`config.mk`:
```
export PLATFORM = sky130hd
export DESIGN_NAME = tci_console
export DESIGN_NICKNAME = d
export VERILOG_FILES = /design/src/hdl/tci_pkg.sv /design/src/hdl/tci_line_buf.sv /design/src/hdl/tci_console.sv
export SDC_FILE = /design/constraint.sdc
export NUM_CORES = 1
export LEC_CHECK = 0
export ABC_CLOCK_PERIOD_IN_PS = 7200
export BUFFER_PORTS_ARGS = -buffer_cell sky130_fd_sc_hd__buf_2
export CAP_MARGIN = 20
export CORE_AREA = 2 2 205 207
export CTS_BUF_LIST = sky130_fd_sc_hd__clkbuf_4 sky130_fd_sc_hd__clkbuf_8 sky130_fd_sc_hd__clkbuf_16
export CTS_CLUSTER_SIZE = 12
export DETAILED_ROUTE_END_ITERATION = 8
export DIE_AREA = 0 0 207 209
export GPL_TIMING_DRIVEN = 1
export PLACE_DENSITY_LB_ADDON = 0.3
export SLEW_MARGIN = 20
export SYNTH_ARGS = -nofsm -noshare
export SYNTH_HDL_FRONTEND = slang
export SYNTH_SLANG_ARGS = --single-unit
```
`constraint.sdc`:
```
create_clock -name sys_clk_in -period 7.2 [get_ports sys_clk_in]
set_input_delay 1.08 -clock sys_clk_in [delete_from_list [all_inputs] [get_ports sys_clk_in]]
set_output_delay 1.08 -clock sys_clk_in [all_outputs]
set_load 0.03 [all_outputs]
```
`src/hdl/tci_pkg.sv`:
```
package tci_pkg;

  localparam int         BUF_DEPTH    = 32;
  localparam int         BUF_AW       = 5;

  localparam logic [7:0] CH_CR        = 8'h0D;
  localparam logic [7:0] CH_LF        = 8'h0A;
  localparam logic [7:0] CH_SP        = 8'h20;
  localparam logic [7:0] CH_PROMPT    = 8'h24;
  localparam logic [7:0] CH_RUBOUT    = 8'h7F;
  localparam logic [7:0] CH_ZERO      = 8'h30;
  localparam logic [7:0] CH_SEVEN     = 8'h37;
  localparam logic [7:0] CH_A         = 8'h41;
  localparam logic [7:0] CH_Z         = 8'h5A;
  localparam logic [7:0] CH_LOAD      = 8'h4C;
  localparam logic [7:0] CH_EXAM      = 8'h45;
  localparam logic [7:0] CH_DEP       = 8'h44;
  localparam logic [7:0] CH_START     = 8'h53;

  localparam logic [15:0] WORD_STEP   = 16'h0002;
  localparam logic [2:0]  FIELD_LAST  = 3'h6;
  localparam logic [2:0]  NW_BANNER   = 3'h4;
  localparam logic [2:0]  NW_EXAM     = 3'h2;
  localparam logic [2:0]  NW_PROMPT   = 3'h0;
  localparam logic [1:0]  TAIL_LAST   = 2'h2;
  localparam logic [2:0]  IO_PAGE_SEL = 3'h7;
  localparam logic [1:0]  IO_PAGE_EXT = 2'h3;
  localparam logic [2:0]  UNIT_DEFAULT = 3'h0;
  localparam logic [2:0]  DIGIT_BITS  = 3'h3;

  typedef enum logic [9:0] {
    S_ENTRY = 10'h001,
    S_FMT   = 10'h002,
    S_PRINT = 10'h004,
    S_CMD   = 10'h008,
    S_SEP   = 10'h010,
    S_OPND  = 10'h020,
    S_DEV   = 10'h040,
    S_BOOT  = 10'h080,
    S_MEM   = 10'h100,
    S_EXIT  = 10'h200
  } tci_fsm_t;

  typedef enum logic [1:0] {
    OP_NONE = 2'h0,
    OP_LOAD = 2'h1,
    OP_EXAM = 2'h2,
    OP_DEP  = 2'h3
  } tci_op_t;

endpackage

```
`src/hdl/tci_line_buf.sv`:
```
`timescale 1ns/1ps
`default_nettype none
module tci_line_buf
  import tci_pkg::*;
(
  input  wire logic              sys_clk_in,  // System clock
  input  wire logic              resetn_in,   // Async reset, active low
  input  wire logic              wr_en_in,    // Write strobe
  input  wire logic [BUF_AW-1:0] wr_addr_in,  // Write index
  input  wire logic [7:0]        wr_data_in,  // Character to store
  input  wire logic [BUF_AW-1:0] rd_addr_in,  // Read index
  output logic      [7:0]        rd_data_out  // Registered read character
);
  logic [7:0] mem [BUF_DEPTH];

  always_ff @(posedge sys_clk_in) begin
    if (wr_en_in) begin
      mem[wr_addr_in] <= wr_data_in;
    end
  end

  always_ff @(posedge sys_clk_in or negedge resetn_in) begin
    if (!resetn_in) begin
      rd_data_out <= 8'h00;
    end else begin
      rd_data_out <= mem[rd_addr_in];
    end
  end
endmodule
`default_nettype wire

```
`src/hdl/tci_console.sv`:
```
// Overview of operation
// - After entry print four octal words, prompt
// - Check command letter and separator first
// - Non-octal operand character abandons entry, prompts
// - Return stores loaded address, then signals ready
// - Examine prints address and stored word
// - Deposit writes working address, then prompts
// - Start launches at working address, exits
// - First digit typed is most significant
// - Leading zeros may be omitted
// - Repeated examines advance one word each
// - Repeated deposits advance one word each
// - Alternating examine and deposit never advance
// - Reach low 28K plus the I/O page
// - Boot: two letters, optional unit, return
// - No control held after bootstrap launch
// - Boot switch aborts program, re-enters interpreter
// - Bad separator prompts, address left unchanged
// - Rubout cancels the pending entry
// - Only low 16 bits of the typed digits kept
`timescale 1ns/1ps
`default_nettype none
module tci_console
  import tci_pkg::*;
(
  input  wire logic        sys_clk_in,      // 50 MHz system clock
  input  wire logic        resetn_in,       // Async reset, active low
  input  wire logic        boot_sw_n_in,    // Boot switch pin, low while pressed
  input  wire logic        diag_pass_in,    // Processor check passed
  input  wire logic [15:0] reg_r0_in,       // Banner word 0
  input  wire logic [15:0] reg_r4_in,       // Banner word 1
  input  wire logic [15:0] reg_sp_in,       // Banner word 2
  input  wire logic [15:0] reg_pc_in,       // Banner word 3
  input  wire logic        rx_valid_in,     // Keyboard character valid
  input  wire logic [7:0]  rx_data_in,      // Keyboard character
  output logic             rx_ready_out,    // Keyboard character taken
  output logic             tx_valid_out,    // Printer character valid
  output logic      [7:0]  tx_data_out,     // Printer character
  input  wire logic        tx_ready_in,     // Printer accepts character
  output logic             mem_req_out,     // Memory cycle request
  output logic             mem_we_out,      // Memory write
  output logic      [17:0] mem_addr_out,    // Physical byte address
  output logic      [15:0] mem_wdata_out,   // Write word
  input  wire logic [15:0] mem_rdata_in,    // Read word
  input  wire logic        mem_ack_in,      // Memory cycle done
  output logic             start_out,       // Init and run pulse
  output logic      [15:0] start_addr_out,  // Run address
  output logic             boot_out,        // Bootstrap launch pulse
  output logic      [15:0] boot_dev_out,    // Two-letter device code
  output logic      [2:0]  boot_unit_out,   // Unit number
  output logic             abort_out,       // Program abort pulse
  output logic             active_out       // Interpreter owns machine
);
  typedef struct packed {
    tci_fsm_t          fsm;
    tci_fsm_t          ret;
    tci_op_t           last_op;
    logic [7:0]        cmd;
    logic [7:0]        dev_hi;
    logic [7:0]        echo_ch;
    logic              is_echo;
    logic [15:0]       operand;
    logic [15:0]       addr;
    logic [3:0][15:0]  words;
    logic [2:0]        nw;
    logic [2:0]        fword;
    logic [2:0]        fpos;
    logic [1:0]        tail;
    logic [BUF_AW-1:0] widx;
    logic [BUF_AW-1:0] ridx;
    logic              fetched;
    logic              mem_req;
    logic              mem_we;
    logic [17:0]       mem_addr;
    logic [15:0]       mem_wdata;
    logic              start;
    logic              boot;
    logic              abort;
    logic [15:0]       start_addr;
    logic [15:0]       boot_dev;
    logic [2:0]        boot_unit;
    logic              bsync1;
    logic              bsync2;
    logic              bprev;
    logic              unit_seen;
  } tci_regs_t;

  tci_regs_t  st;
  tci_regs_t  next_st;
  logic       rx_fire;
  logic       wr_en;
  logic [7:0] wr_data;
  logic [15:0] adv_addr;

  function automatic logic is_oct(input logic [7:0] c);
    return (c >= CH_ZERO) && (c <= CH_SEVEN);
  endfunction

  function automatic logic is_alpha(input logic [7:0] c);
    return (c >= CH_A) && (c <= CH_Z);
  endfunction

  function automatic logic [7:0] oct_char(input logic [15:0] w, input logic [2:0] p);
    logic [4:0]  sh;
    logic [17:0] ext;
    sh  = {2'h0, p - 3'h1} * {2'h0, DIGIT_BITS};
    ext = {2'h0, w} << sh;
    return CH_ZERO | {5'h00, ext[17:15]};
  endfunction

  // Working address after auto-advance; only a repeat of the same op moves on
  function automatic logic [15:0] next_addr(input tci_regs_t s, input tci_op_t op);
    return (s.last_op == op) ? s.addr + WORD_STEP : s.addr;
  endfunction

  // Upper 8K of the 16-bit space is steered onto the I/O page
  function automatic logic [17:0] map_addr(input logic [15:0] a);
    return (a[15:13] == IO_PAGE_SEL) ? {IO_PAGE_EXT, a} : {2'h0, a};
  endfunction

  function automatic tci_regs_t start_line(input tci_regs_t s, input logic [2:0] nw,
                                           input logic echo, input logic [7:0] ch,
                                           input tci_fsm_t ret);
    tci_regs_t r;
    r         = s;
    r.nw      = nw;
    r.is_echo = echo;
    r.echo_ch = ch;
    r.ret     = ret;
    r.fword   = 3'h0;
    r.fpos    = 3'h0;
    r.tail    = 2'h0;
    r.widx    = '0;
    r.ridx    = '0;
    r.fetched = 1'b0;
    r.fsm     = S_FMT;
    return r;
  endfunction

  function automatic tci_regs_t prompt(input tci_regs_t s);
    return start_line(s, NW_PROMPT, 1'b0, CH_SP, S_CMD);
  endfunction

  tci_line_buf u_buf (
    .sys_clk_in  (sys_clk_in),
    .resetn_in   (resetn_in),
    .wr_en_in    (wr_en),
    .wr_addr_in  (st.widx),
    .wr_data_in  (wr_data),
    .rd_addr_in  (st.ridx),
    .rd_data_out (tx_data_out)
  );

  assign rx_ready_out   = (st.fsm == S_CMD) || (st.fsm == S_SEP) || (st.fsm == S_OPND) ||
                          (st.fsm == S_DEV) || (st.fsm == S_BOOT);
  assign rx_fire        = rx_valid_in && rx_ready_out;
  assign tx_valid_out   = (st.fsm == S_PRINT) && st.fetched;
  assign mem_req_out    = st.mem_req;
  assign mem_we_out     = st.mem_we;
  assign mem_addr_out   = st.mem_addr;
  assign mem_wdata_out  = st.mem_wdata;
  assign start_out      = st.start;
  assign start_addr_out = st.start_addr;
  assign boot_out       = st.boot;
  assign boot_dev_out   = st.boot_dev;
  assign boot_unit_out  = st.boot_unit;
  assign abort_out      = st.abort;
  assign active_out     = (st.fsm != S_EXIT);

  // Line character for the current format step
  always_comb begin
    if (st.is_echo) begin
      wr_data = st.echo_ch;
    end else if (st.fword < st.nw) begin
      wr_data = (st.fpos == 3'h0) ? CH_SP : oct_char(st.words[st.fword[1:0]], st.fpos);
    end else begin
      case (st.tail)
        2'h0:    wr_data = CH_CR;
        2'h1:    wr_data = CH_LF;
        default: wr_data = CH_PROMPT;
      endcase
    end
  end

  always_comb begin
    next_st        = st;
    next_st.bsync1 = boot_sw_n_in;
    next_st.bsync2 = st.bsync1;
    next_st.bprev  = st.bsync2;
    next_st.start  = 1'b0;
    next_st.boot   = 1'b0;
    next_st.abort  = 1'b0;
    wr_en          = 1'b0;
    adv_addr       = st.addr;
    case (st.fsm)
      S_ENTRY: begin
        if (diag_pass_in) begin
          next_st.words = {reg_pc_in, reg_sp_in, reg_r4_in, reg_r0_in};
          next_st = start_line(next_st, NW_BANNER, 1'b0, CH_SP, S_CMD);
        end
      end
      S_FMT: begin
        wr_en        = 1'b1;
        next_st.widx = st.widx + 1'b1;
        if (st.is_echo) begin
          next_st.fsm = S_PRINT;
        end else if (st.fword < st.nw) begin
          if (st.fpos == FIELD_LAST) begin
            next_st.fpos  = 3'h0;
            next_st.fword = st.fword + 3'h1;
          end else begin
            next_st.fpos = st.fpos + 3'h1;
          end
        end else begin
          next_st.tail = st.tail + 2'h1;
          if (st.tail == TAIL_LAST) begin
            next_st.fsm = S_PRINT;
          end
        end
      end
      S_PRINT: begin
        // Buffer read is registered, so each character costs a fetch cycle
        if (st.fetched && tx_ready_in) begin
          next_st.fetched = 1'b0;
          next_st.ridx    = st.ridx + 1'b1;
          if (next_st.ridx == st.widx) begin
            next_st.fsm = st.ret;
          end
        end else begin
          next_st.fetched = 1'b1;
        end
      end
      S_CMD: begin
        if (rx_fire) begin
          if (rx_data_in == CH_LOAD || rx_data_in == CH_EXAM ||
              rx_data_in == CH_DEP || rx_data_in == CH_START) begin
            next_st.cmd = rx_data_in;
            next_st = start_line(next_st, NW_PROMPT, 1'b1, rx_data_in, S_SEP);
          end else if (is_alpha(rx_data_in)) begin
            next_st.dev_hi = rx_data_in;
            next_st = start_line(next_st, NW_PROMPT, 1'b1, rx_data_in, S_DEV);
          end else begin
            next_st = prompt(next_st);
          end
        end
      end
      S_DEV: begin
        if (rx_fire) begin
          if (is_alpha(rx_data_in)) begin
            next_st.boot_dev  = {st.dev_hi, rx_data_in};
            next_st.boot_unit = UNIT_DEFAULT;
            next_st.unit_seen = 1'b0;
            next_st = start_line(next_st, NW_PROMPT, 1'b1, rx_data_in, S_BOOT);
          end else begin
            next_st = prompt(next_st);
          end
        end
      end
      S_SEP: begin
        if (rx_fire) begin
          if (st.cmd == CH_START && (rx_data_in == CH_SP || rx_data_in == CH_CR)) begin
            next_st.start      = 1'b1;
            next_st.start_addr = st.addr;
            next_st.fsm        = S_EXIT;
          end else if (rx_data_in == CH_SP && st.cmd == CH_EXAM) begin
            adv_addr          = next_addr(st, OP_EXAM);
            next_st.addr      = adv_addr;
            next_st.mem_req   = 1'b1;
            next_st.mem_we    = 1'b0;
            next_st.mem_addr  = map_addr(adv_addr);
            next_st.fsm       = S_MEM;
          end else if (rx_data_in == CH_SP && st.cmd != CH_START) begin
            next_st.operand = 16'h0000;
            next_st = start_line(next_st, NW_PROMPT, 1'b1, CH_SP, S_OPND);
          end else begin
            next_st = prompt(next_st);
          end
        end
      end
      S_OPND: begin
        if (rx_fire) begin
          if (is_oct(rx_data_in)) begin
            next_st.operand = {st.operand[12:0], rx_data_in[2:0]};
            next_st = start_line(next_st, NW_PROMPT, 1'b1, rx_data_in, S_OPND);
          end else if (rx_data_in == CH_CR && st.cmd == CH_LOAD) begin
            next_st.addr    = st.operand;
            next_st.last_op = OP_LOAD;
            next_st = prompt(next_st);
          end else if (rx_data_in == CH_CR) begin
            adv_addr          = next_addr(st, OP_DEP);
            next_st.addr      = adv_addr;
            next_st.mem_req   = 1'b1;
            next_st.mem_we    = 1'b1;
            next_st.mem_addr  = map_addr(adv_addr);
            next_st.mem_wdata = st.operand;
            next_st.fsm       = S_MEM;
          end else begin
            next_st = prompt(next_st);
          end
        end
      end
      S_BOOT: begin
        if (rx_fire) begin
          if (rx_data_in == CH_CR) begin
            next_st.boot = 1'b1;
            next_st.fsm  = S_EXIT;
          end else if (is_oct(rx_data_in) && !st.unit_seen) begin
            next_st.boot_unit = rx_data_in[2:0];
            next_st.unit_seen = 1'b1;
            next_st = start_line(next_st, NW_PROMPT, 1'b1, rx_data_in, S_BOOT);
          end else begin
            next_st = prompt(next_st);
          end
        end
      end
      S_MEM: begin
        if (mem_ack_in) begin
          next_st.mem_req = 1'b0;
          if (st.mem_we) begin
            next_st.last_op = OP_DEP;
            next_st = prompt(next_st);
          end else begin
            next_st.last_op  = OP_EXAM;
            next_st.words[0] = st.addr;
            next_st.words[1] = mem_rdata_in;
            next_st = start_line(next_st, NW_EXAM, 1'b0, CH_SP, S_CMD);
          end
        end
      end
      S_EXIT: begin
        next_st.fsm = S_EXIT;
      end
      default: begin
        next_st.fsm = S_ENTRY;
      end
    endcase
    // Release of the switch wins over anything in progress
    if (st.bsync2 && !st.bprev) begin
      next_st.abort   = 1'b1;
      next_st.mem_req = 1'b0;
      next_st.start   = 1'b0;
      next_st.boot    = 1'b0;
      next_st.fsm     = S_ENTRY;
    end
  end

  always_ff @(posedge sys_clk_in or negedge resetn_in) begin
    if (!resetn_in) begin
      st        <= '0;
      st.fsm    <= S_ENTRY;
      st.ret    <= S_CMD;
      st.bsync1 <= 1'b1;
      st.bsync2 <= 1'b1;
      st.bprev  <= 1'b1;
    end else begin
      st <= next_st;
    end
  end
endmodule
`default_nettype wire

```
==> tab_implementation.tex <==
\begin{tabular}{lr}
\hline
Metric & Value \\
\hline
\multicolumn{2}{l}{\textbf{Yosys}} \\
\quad Summed instance area of the synthesized netlist & 23480 um\^{}2 \\
\quad Post-synthesis sequential area ratio & 0.5878 \\
\quad Most instantiated flip-flop cell in the synthesis netlist & sky130\_fd\_sc\_hd\_\_edfxtp\_1 \\
\quad Number of flops mapped to enable cells by yosys & 256 \\
\quad Number of distinct standard cells referenced by the synthesized netlist & 93 \\
\quad Total of flip-flops plus latches after synthesis & 500 \\
\quad Synth warnings & 0 \\
\quad Syn\_nets & 1991 \\
\quad Gate Count Post-Synth & 1875 \\
\quad Async S/R FF share, synth & 0.4880 \\
\quad Syn avg cell area & 12.52 um\^{}2 \\
\multicolumn{2}{l}{\textbf{Finish}} \\
\quad Utilization after layout & 0.6311 \\
\quad Commonest non-fill, non-tap cell in the layout & sky130\_fd\_sc\_hd\_\_edfxtp\_1 \\
\quad Number of diodes & 0 \\
\quad Layout cells sized above 1 & 0.2413 \\
\quad Nets & 2067 \\
\quad Relative area change from synthesis to final layout & 11.00\% \\
\quad Top library cells by usage in the layout, fill and taps aside & 256 x sky130\_fd\_sc\_hd\_\_edfxtp\_1, 238 x sky130\_fd\_sc\_hd\_\_dfrtp\_1, 203 x sky130\_fd\_sc\_hd\_\_nand2\_1 \\
\multicolumn{2}{l}{\textbf{Worst setup path}} \\
\quad Buffer and inverter count on the worst path & 2 \\
\quad Slowest Stage Delay on Critical Path & 0.86 ns \\
\quad Worst flop-to-flop path endpoint & u\_buf.mem[28][0] \\
\quad Data arrival time at the worst-slack endpoint & 5.00 ns \\
\quad Worst R2R Path Depth & 7 \\
\quad Required @ worst endpoint & 7.46 ns \\
\quad Master of the slowest instance on the critical path & sky130\_fd\_sc\_hd\_\_ha\_1 \\
\quad Type of the worst setup path & flop to flop \\
\quad Gate family responsible for the most delay along the worst path & adder cells \\
\quad Cell Chain, Critical Path & inv\_1 > ha\_1 > inv\_1 > fa\_1 > mux4\_2 > a222oi\_1 > o21ai\_4 \\
\quad CP max FO & 32 \\
\quad Flop2flop setup slack & 2.46 ns \\
\quad Critical path depth & 7 \\
\quad Worst path most repeated cell & sky130\_fd\_sc\_hd\_\_inv\_1 \\
\quad Worst Setup End Kind & flop \\
\quad RR Startpoint & st[91] \\
\quad Type of element launching the critical path & flop \\
\multicolumn{2}{l}{\textbf{GRT}} \\
\quad Number of antenna violations at the first check in global routing & 3 \\
\quad Global-route met3 utilization & 0.04644 \\
\quad Grt total ovfl & 0 \\
\quad Most used routing layer in global routing & met2 \\
\quad Fraction of met2 tracks used by global routing & 0.4443 \\
\quad Global routing usage summed across all routing layers & 0.2649 \\
\quad Number of global-route vias before repair & 15850 \\
\quad Met1 usage & 0.3539 \\
\quad Maximum number of pins on one net before global-route repair & 119 \\
\quad Global-route wire length before repair & 90020 um \\
\multicolumn{2}{l}{\textbf{Placement}} \\
\quad Placer's final routability congestion estimate & 0.9407 \\
\quad Detail Placement HPWL & 38590 um \\
\quad Number of buffers added on ports & 179 \\
\multicolumn{2}{l}{\textbf{Worst hold path}} \\
\quad Hold Path Class & flop to flop \\
\quad Hold Crit Endpoint & st[2] \\
\quad Start point of the worst min-delay path & st[3] \\
\quad Depth of the worst hold-timing path & 0 \\
\multicolumn{2}{l}{\textbf{Floorplan}} \\
\quad Die Height & 209 um \\
\quad Die Span X & 207 um \\
\quad Placement Rows & 75 \\
\quad Boundary pin count & 180 \\
\quad Area of the die & 43260 um\^{}2 \\
\quad Floorplan Core Area & 41290 um\^{}2 \\
\quad Initial standard-cell utilization of the core & 0.5685 \\
\multicolumn{2}{l}{\textbf{Clock network}} \\
\quad Root Driver & sky130\_fd\_sc\_hd\_\_clkbuf\_16 \\
\quad Number of post-CTS setup repair buffers & 0 \\
\quad Clock tree sinks & 500 \\
\quad H-tree levels & 2 \\
\quad CTS clock-pin slew for the worst setup and hold paths & 0.06 ns \\
\quad TritonCTS clock tree & done \\
\quad Worst skew pair latency & 0.60 ns \\
\quad Count of cells resized by post-cts repair & 0 \\
\quad Number of buffers inserted by hold repair at cts & 0 \\
\quad Maximum buffer depth of the clock tree & 3 \\
\quad Clock buffer count from CTS & 51 \\
\multicolumn{2}{l}{\textbf{Routing}} \\
\quad Detail Route Antenna Nets & 0 \\
\quad Vias after detailed routing & 15790 \\
\quad DRC violation total after the first TritonRoute iteration & 1497 \\
\quad Total iterations of the first detailed-routing run & 6 \\
\quad Post-detailed-route via-to-cell ratio & 6.235 \\
\quad Routed wire per std cell & 22.43 um \\
\quad Number of remaining DRC errors & 0 \\
\quad Final wirelength & 56790 um \\
\multicolumn{2}{l}{\textbf{Job}} \\
\quad Number of violations of the max-capacitance limit & 0 \\
\multicolumn{2}{l}{\textbf{Timing}} \\
\quad Final count of hold timing violations & 0 \\
\quad Max-slew violation count & 0 \\
\quad Remaining max-slew budget at the tightest pin & 0.2999 \\
\quad Min cycle time layout & 4.745 ns \\
\quad Post-route clock period utilization & 0.6590 \\
\quad Final setup viols & 0 \\
\quad Max Clk Rate & 0.2108 GHz \\
\quad Clock skew & 0.01886 ns \\
\quad Slew @ Worst Pin & 1.050 ns \\
\quad Fin Setup TNS & 0 ns \\
\quad Unrepaired setup endpoints after global routing & no \\
\multicolumn{2}{l}{\textbf{Power and ir drop}} \\
\quad Cell leakage power & 10.00 nW \\
\quad Peak supply drop & 286.1 uV \\
\quad Power per Cell Area & 304.8 nW/um\^{}2 \\
\multicolumn{2}{l}{\textbf{Outcome}} \\
\quad Outcome & finished clean \\
\hline
\end{tabular}
-- layout make-up --
class	count	area, um^2
well taps	539	674.4
clock inverters	9	106.4
inverters	37	138.9
flip-flops and latches	500	13800
repair buffers	204	1105
fillers	3097	15230
clock buffers	86	1602
multi-input cells	1157	8627
-- cells by family (layout without fill, tap and decap cells) --
family,count (synthesis),after routing,share of synthesized area
xor gates and xnor gates,11,11,0.004104
buffers and inverters,218,336,0.04808
DFF,500,500,0.5878
and+or+nand+nor,495,495,0.1045
muxes,225,225,0.1299
adders and majority gates,21,21,0.01151
AOI/OAI and AO/OA,405,405,0.1140
-- synthesized netlist by cell type (18+ instances only) --
master | n | share of area
sky130_fd_sc_hd__o221ai_1 | 35 | 0.013
sky130_fd_sc_hd__clkbuf_1 | 84 | 0.013
sky130_fd_sc_hd__dfrtp_1 | 239 | 0.25
sky130_fd_sc_hd__mux2i_1 | 91 | 0.039
sky130_fd_sc_hd__o21ai_0 | 125 | 0.027
sky130_fd_sc_hd__mux4_2 | 56 | 0.054
sky130_fd_sc_hd__inv_1 | 36 | 0.0058
sky130_fd_sc_hd__nand3_1 | 24 | 0.0051
sky130_fd_sc_hd__nor3_1 | 27 | 0.0058
sky130_fd_sc_hd__nand4_1 | 23 | 0.0061
sky130_fd_sc_hd__mux2_2 | 77 | 0.037
sky130_fd_sc_hd__nor2_1 | 95 | 0.015
sky130_fd_sc_hd__a21oi_1 | 57 | 0.012
sky130_fd_sc_hd__ha_1 | 20 | 0.011
sky130_fd_sc_hd__o22ai_1 | 23 | 0.0061
sky130_fd_sc_hd__a22oi_1 | 34 | 0.011
sky130_fd_sc_hd__edfxtp_1 | 256 | 0.33
sky130_fd_sc_hd__nand2_1 | 203 | 0.032
sky130_fd_sc_hd__nand2b_1 | 20 | 0.0053
sky130_fd_sc_hd__a31oi_1 | 23 | 0.0061
sky130_fd_sc_hd__buf_4 | 69 | 0.022
sky130_fd_sc_hd__a211oi_1 | 18 | 0.0058
-- worst max-delay path by stage --
stage	start	endpoint	slack, ns
6_report	st[91]	u_buf.mem[28][0]	2.46
3_3_place_gp	st[91]	u_buf.mem[10][1]	2.64
4_1_cts	st[91]	u_buf.mem[20][1]	2.38
5_1_grt	st[91]	u_buf.mem[22][0]	2.07
2_1_floorplan	st[91]	u_buf.mem[0][1]	2.57
3_5_place_dp	st[91]	u_buf.mem[12][1]	2.40
-- registers in the layout, summed over array words and instances (netlist names) --
| signal | cells |
|---|---|
| mem_req_out | 1 |
| u_buf.rd_data_out | 8 |
| mem_addr_out | 17 |
| mem_we_out | 1 |
| u_buf.mem | 256 |
| mem_wdata_out | 16 |
| boot_unit_out | 3 |
| st | 163 |
| start_out | 1 |
| boot_out | 1 |
| abort_out | 1 |
| boot_dev_out | 16 |
| start_addr_out | 16 |
-- routing by layer --
| metal | share of wire | up-vias |
|---|---|---|
| met3 | 0.065 | 120 |
| met1 | 0.40 | 7940 |
| met2 | 0.50 | 575 |
| met5 | 0.00065 | - |
| li1 | - | 7147 |
| met4 | 0.029 | 6 |
-- power by group --
part / switching [W] / leakage (nW) / internal (W)
registers: 0.000237 / 5.51 / 0.00346
logic: 0.000971 / 3.62 / 0.000628
clock network: 0.00109 / 0.869 / 0.00156
-- per-stage QoR --
stage	total power (W)	cells	hold WS [ns]	worst slack, ns	instance area [um^2]
after global routing	0.008292	2532	0.3636	2.065	26060
after CTS	0.007969	2528	0.3608	2.379	26000
after floorplan	0.004807	1875	0.3452	2.570	23480
final	0.007943	2532	0.3594	2.455	26060
after global placement	0.005246	2433	0.3528	2.642	24290
after detailed placement	0.005322	2433	0.3484	2.396	24290
Note: power is estimated with default switching activity, not from simulation.
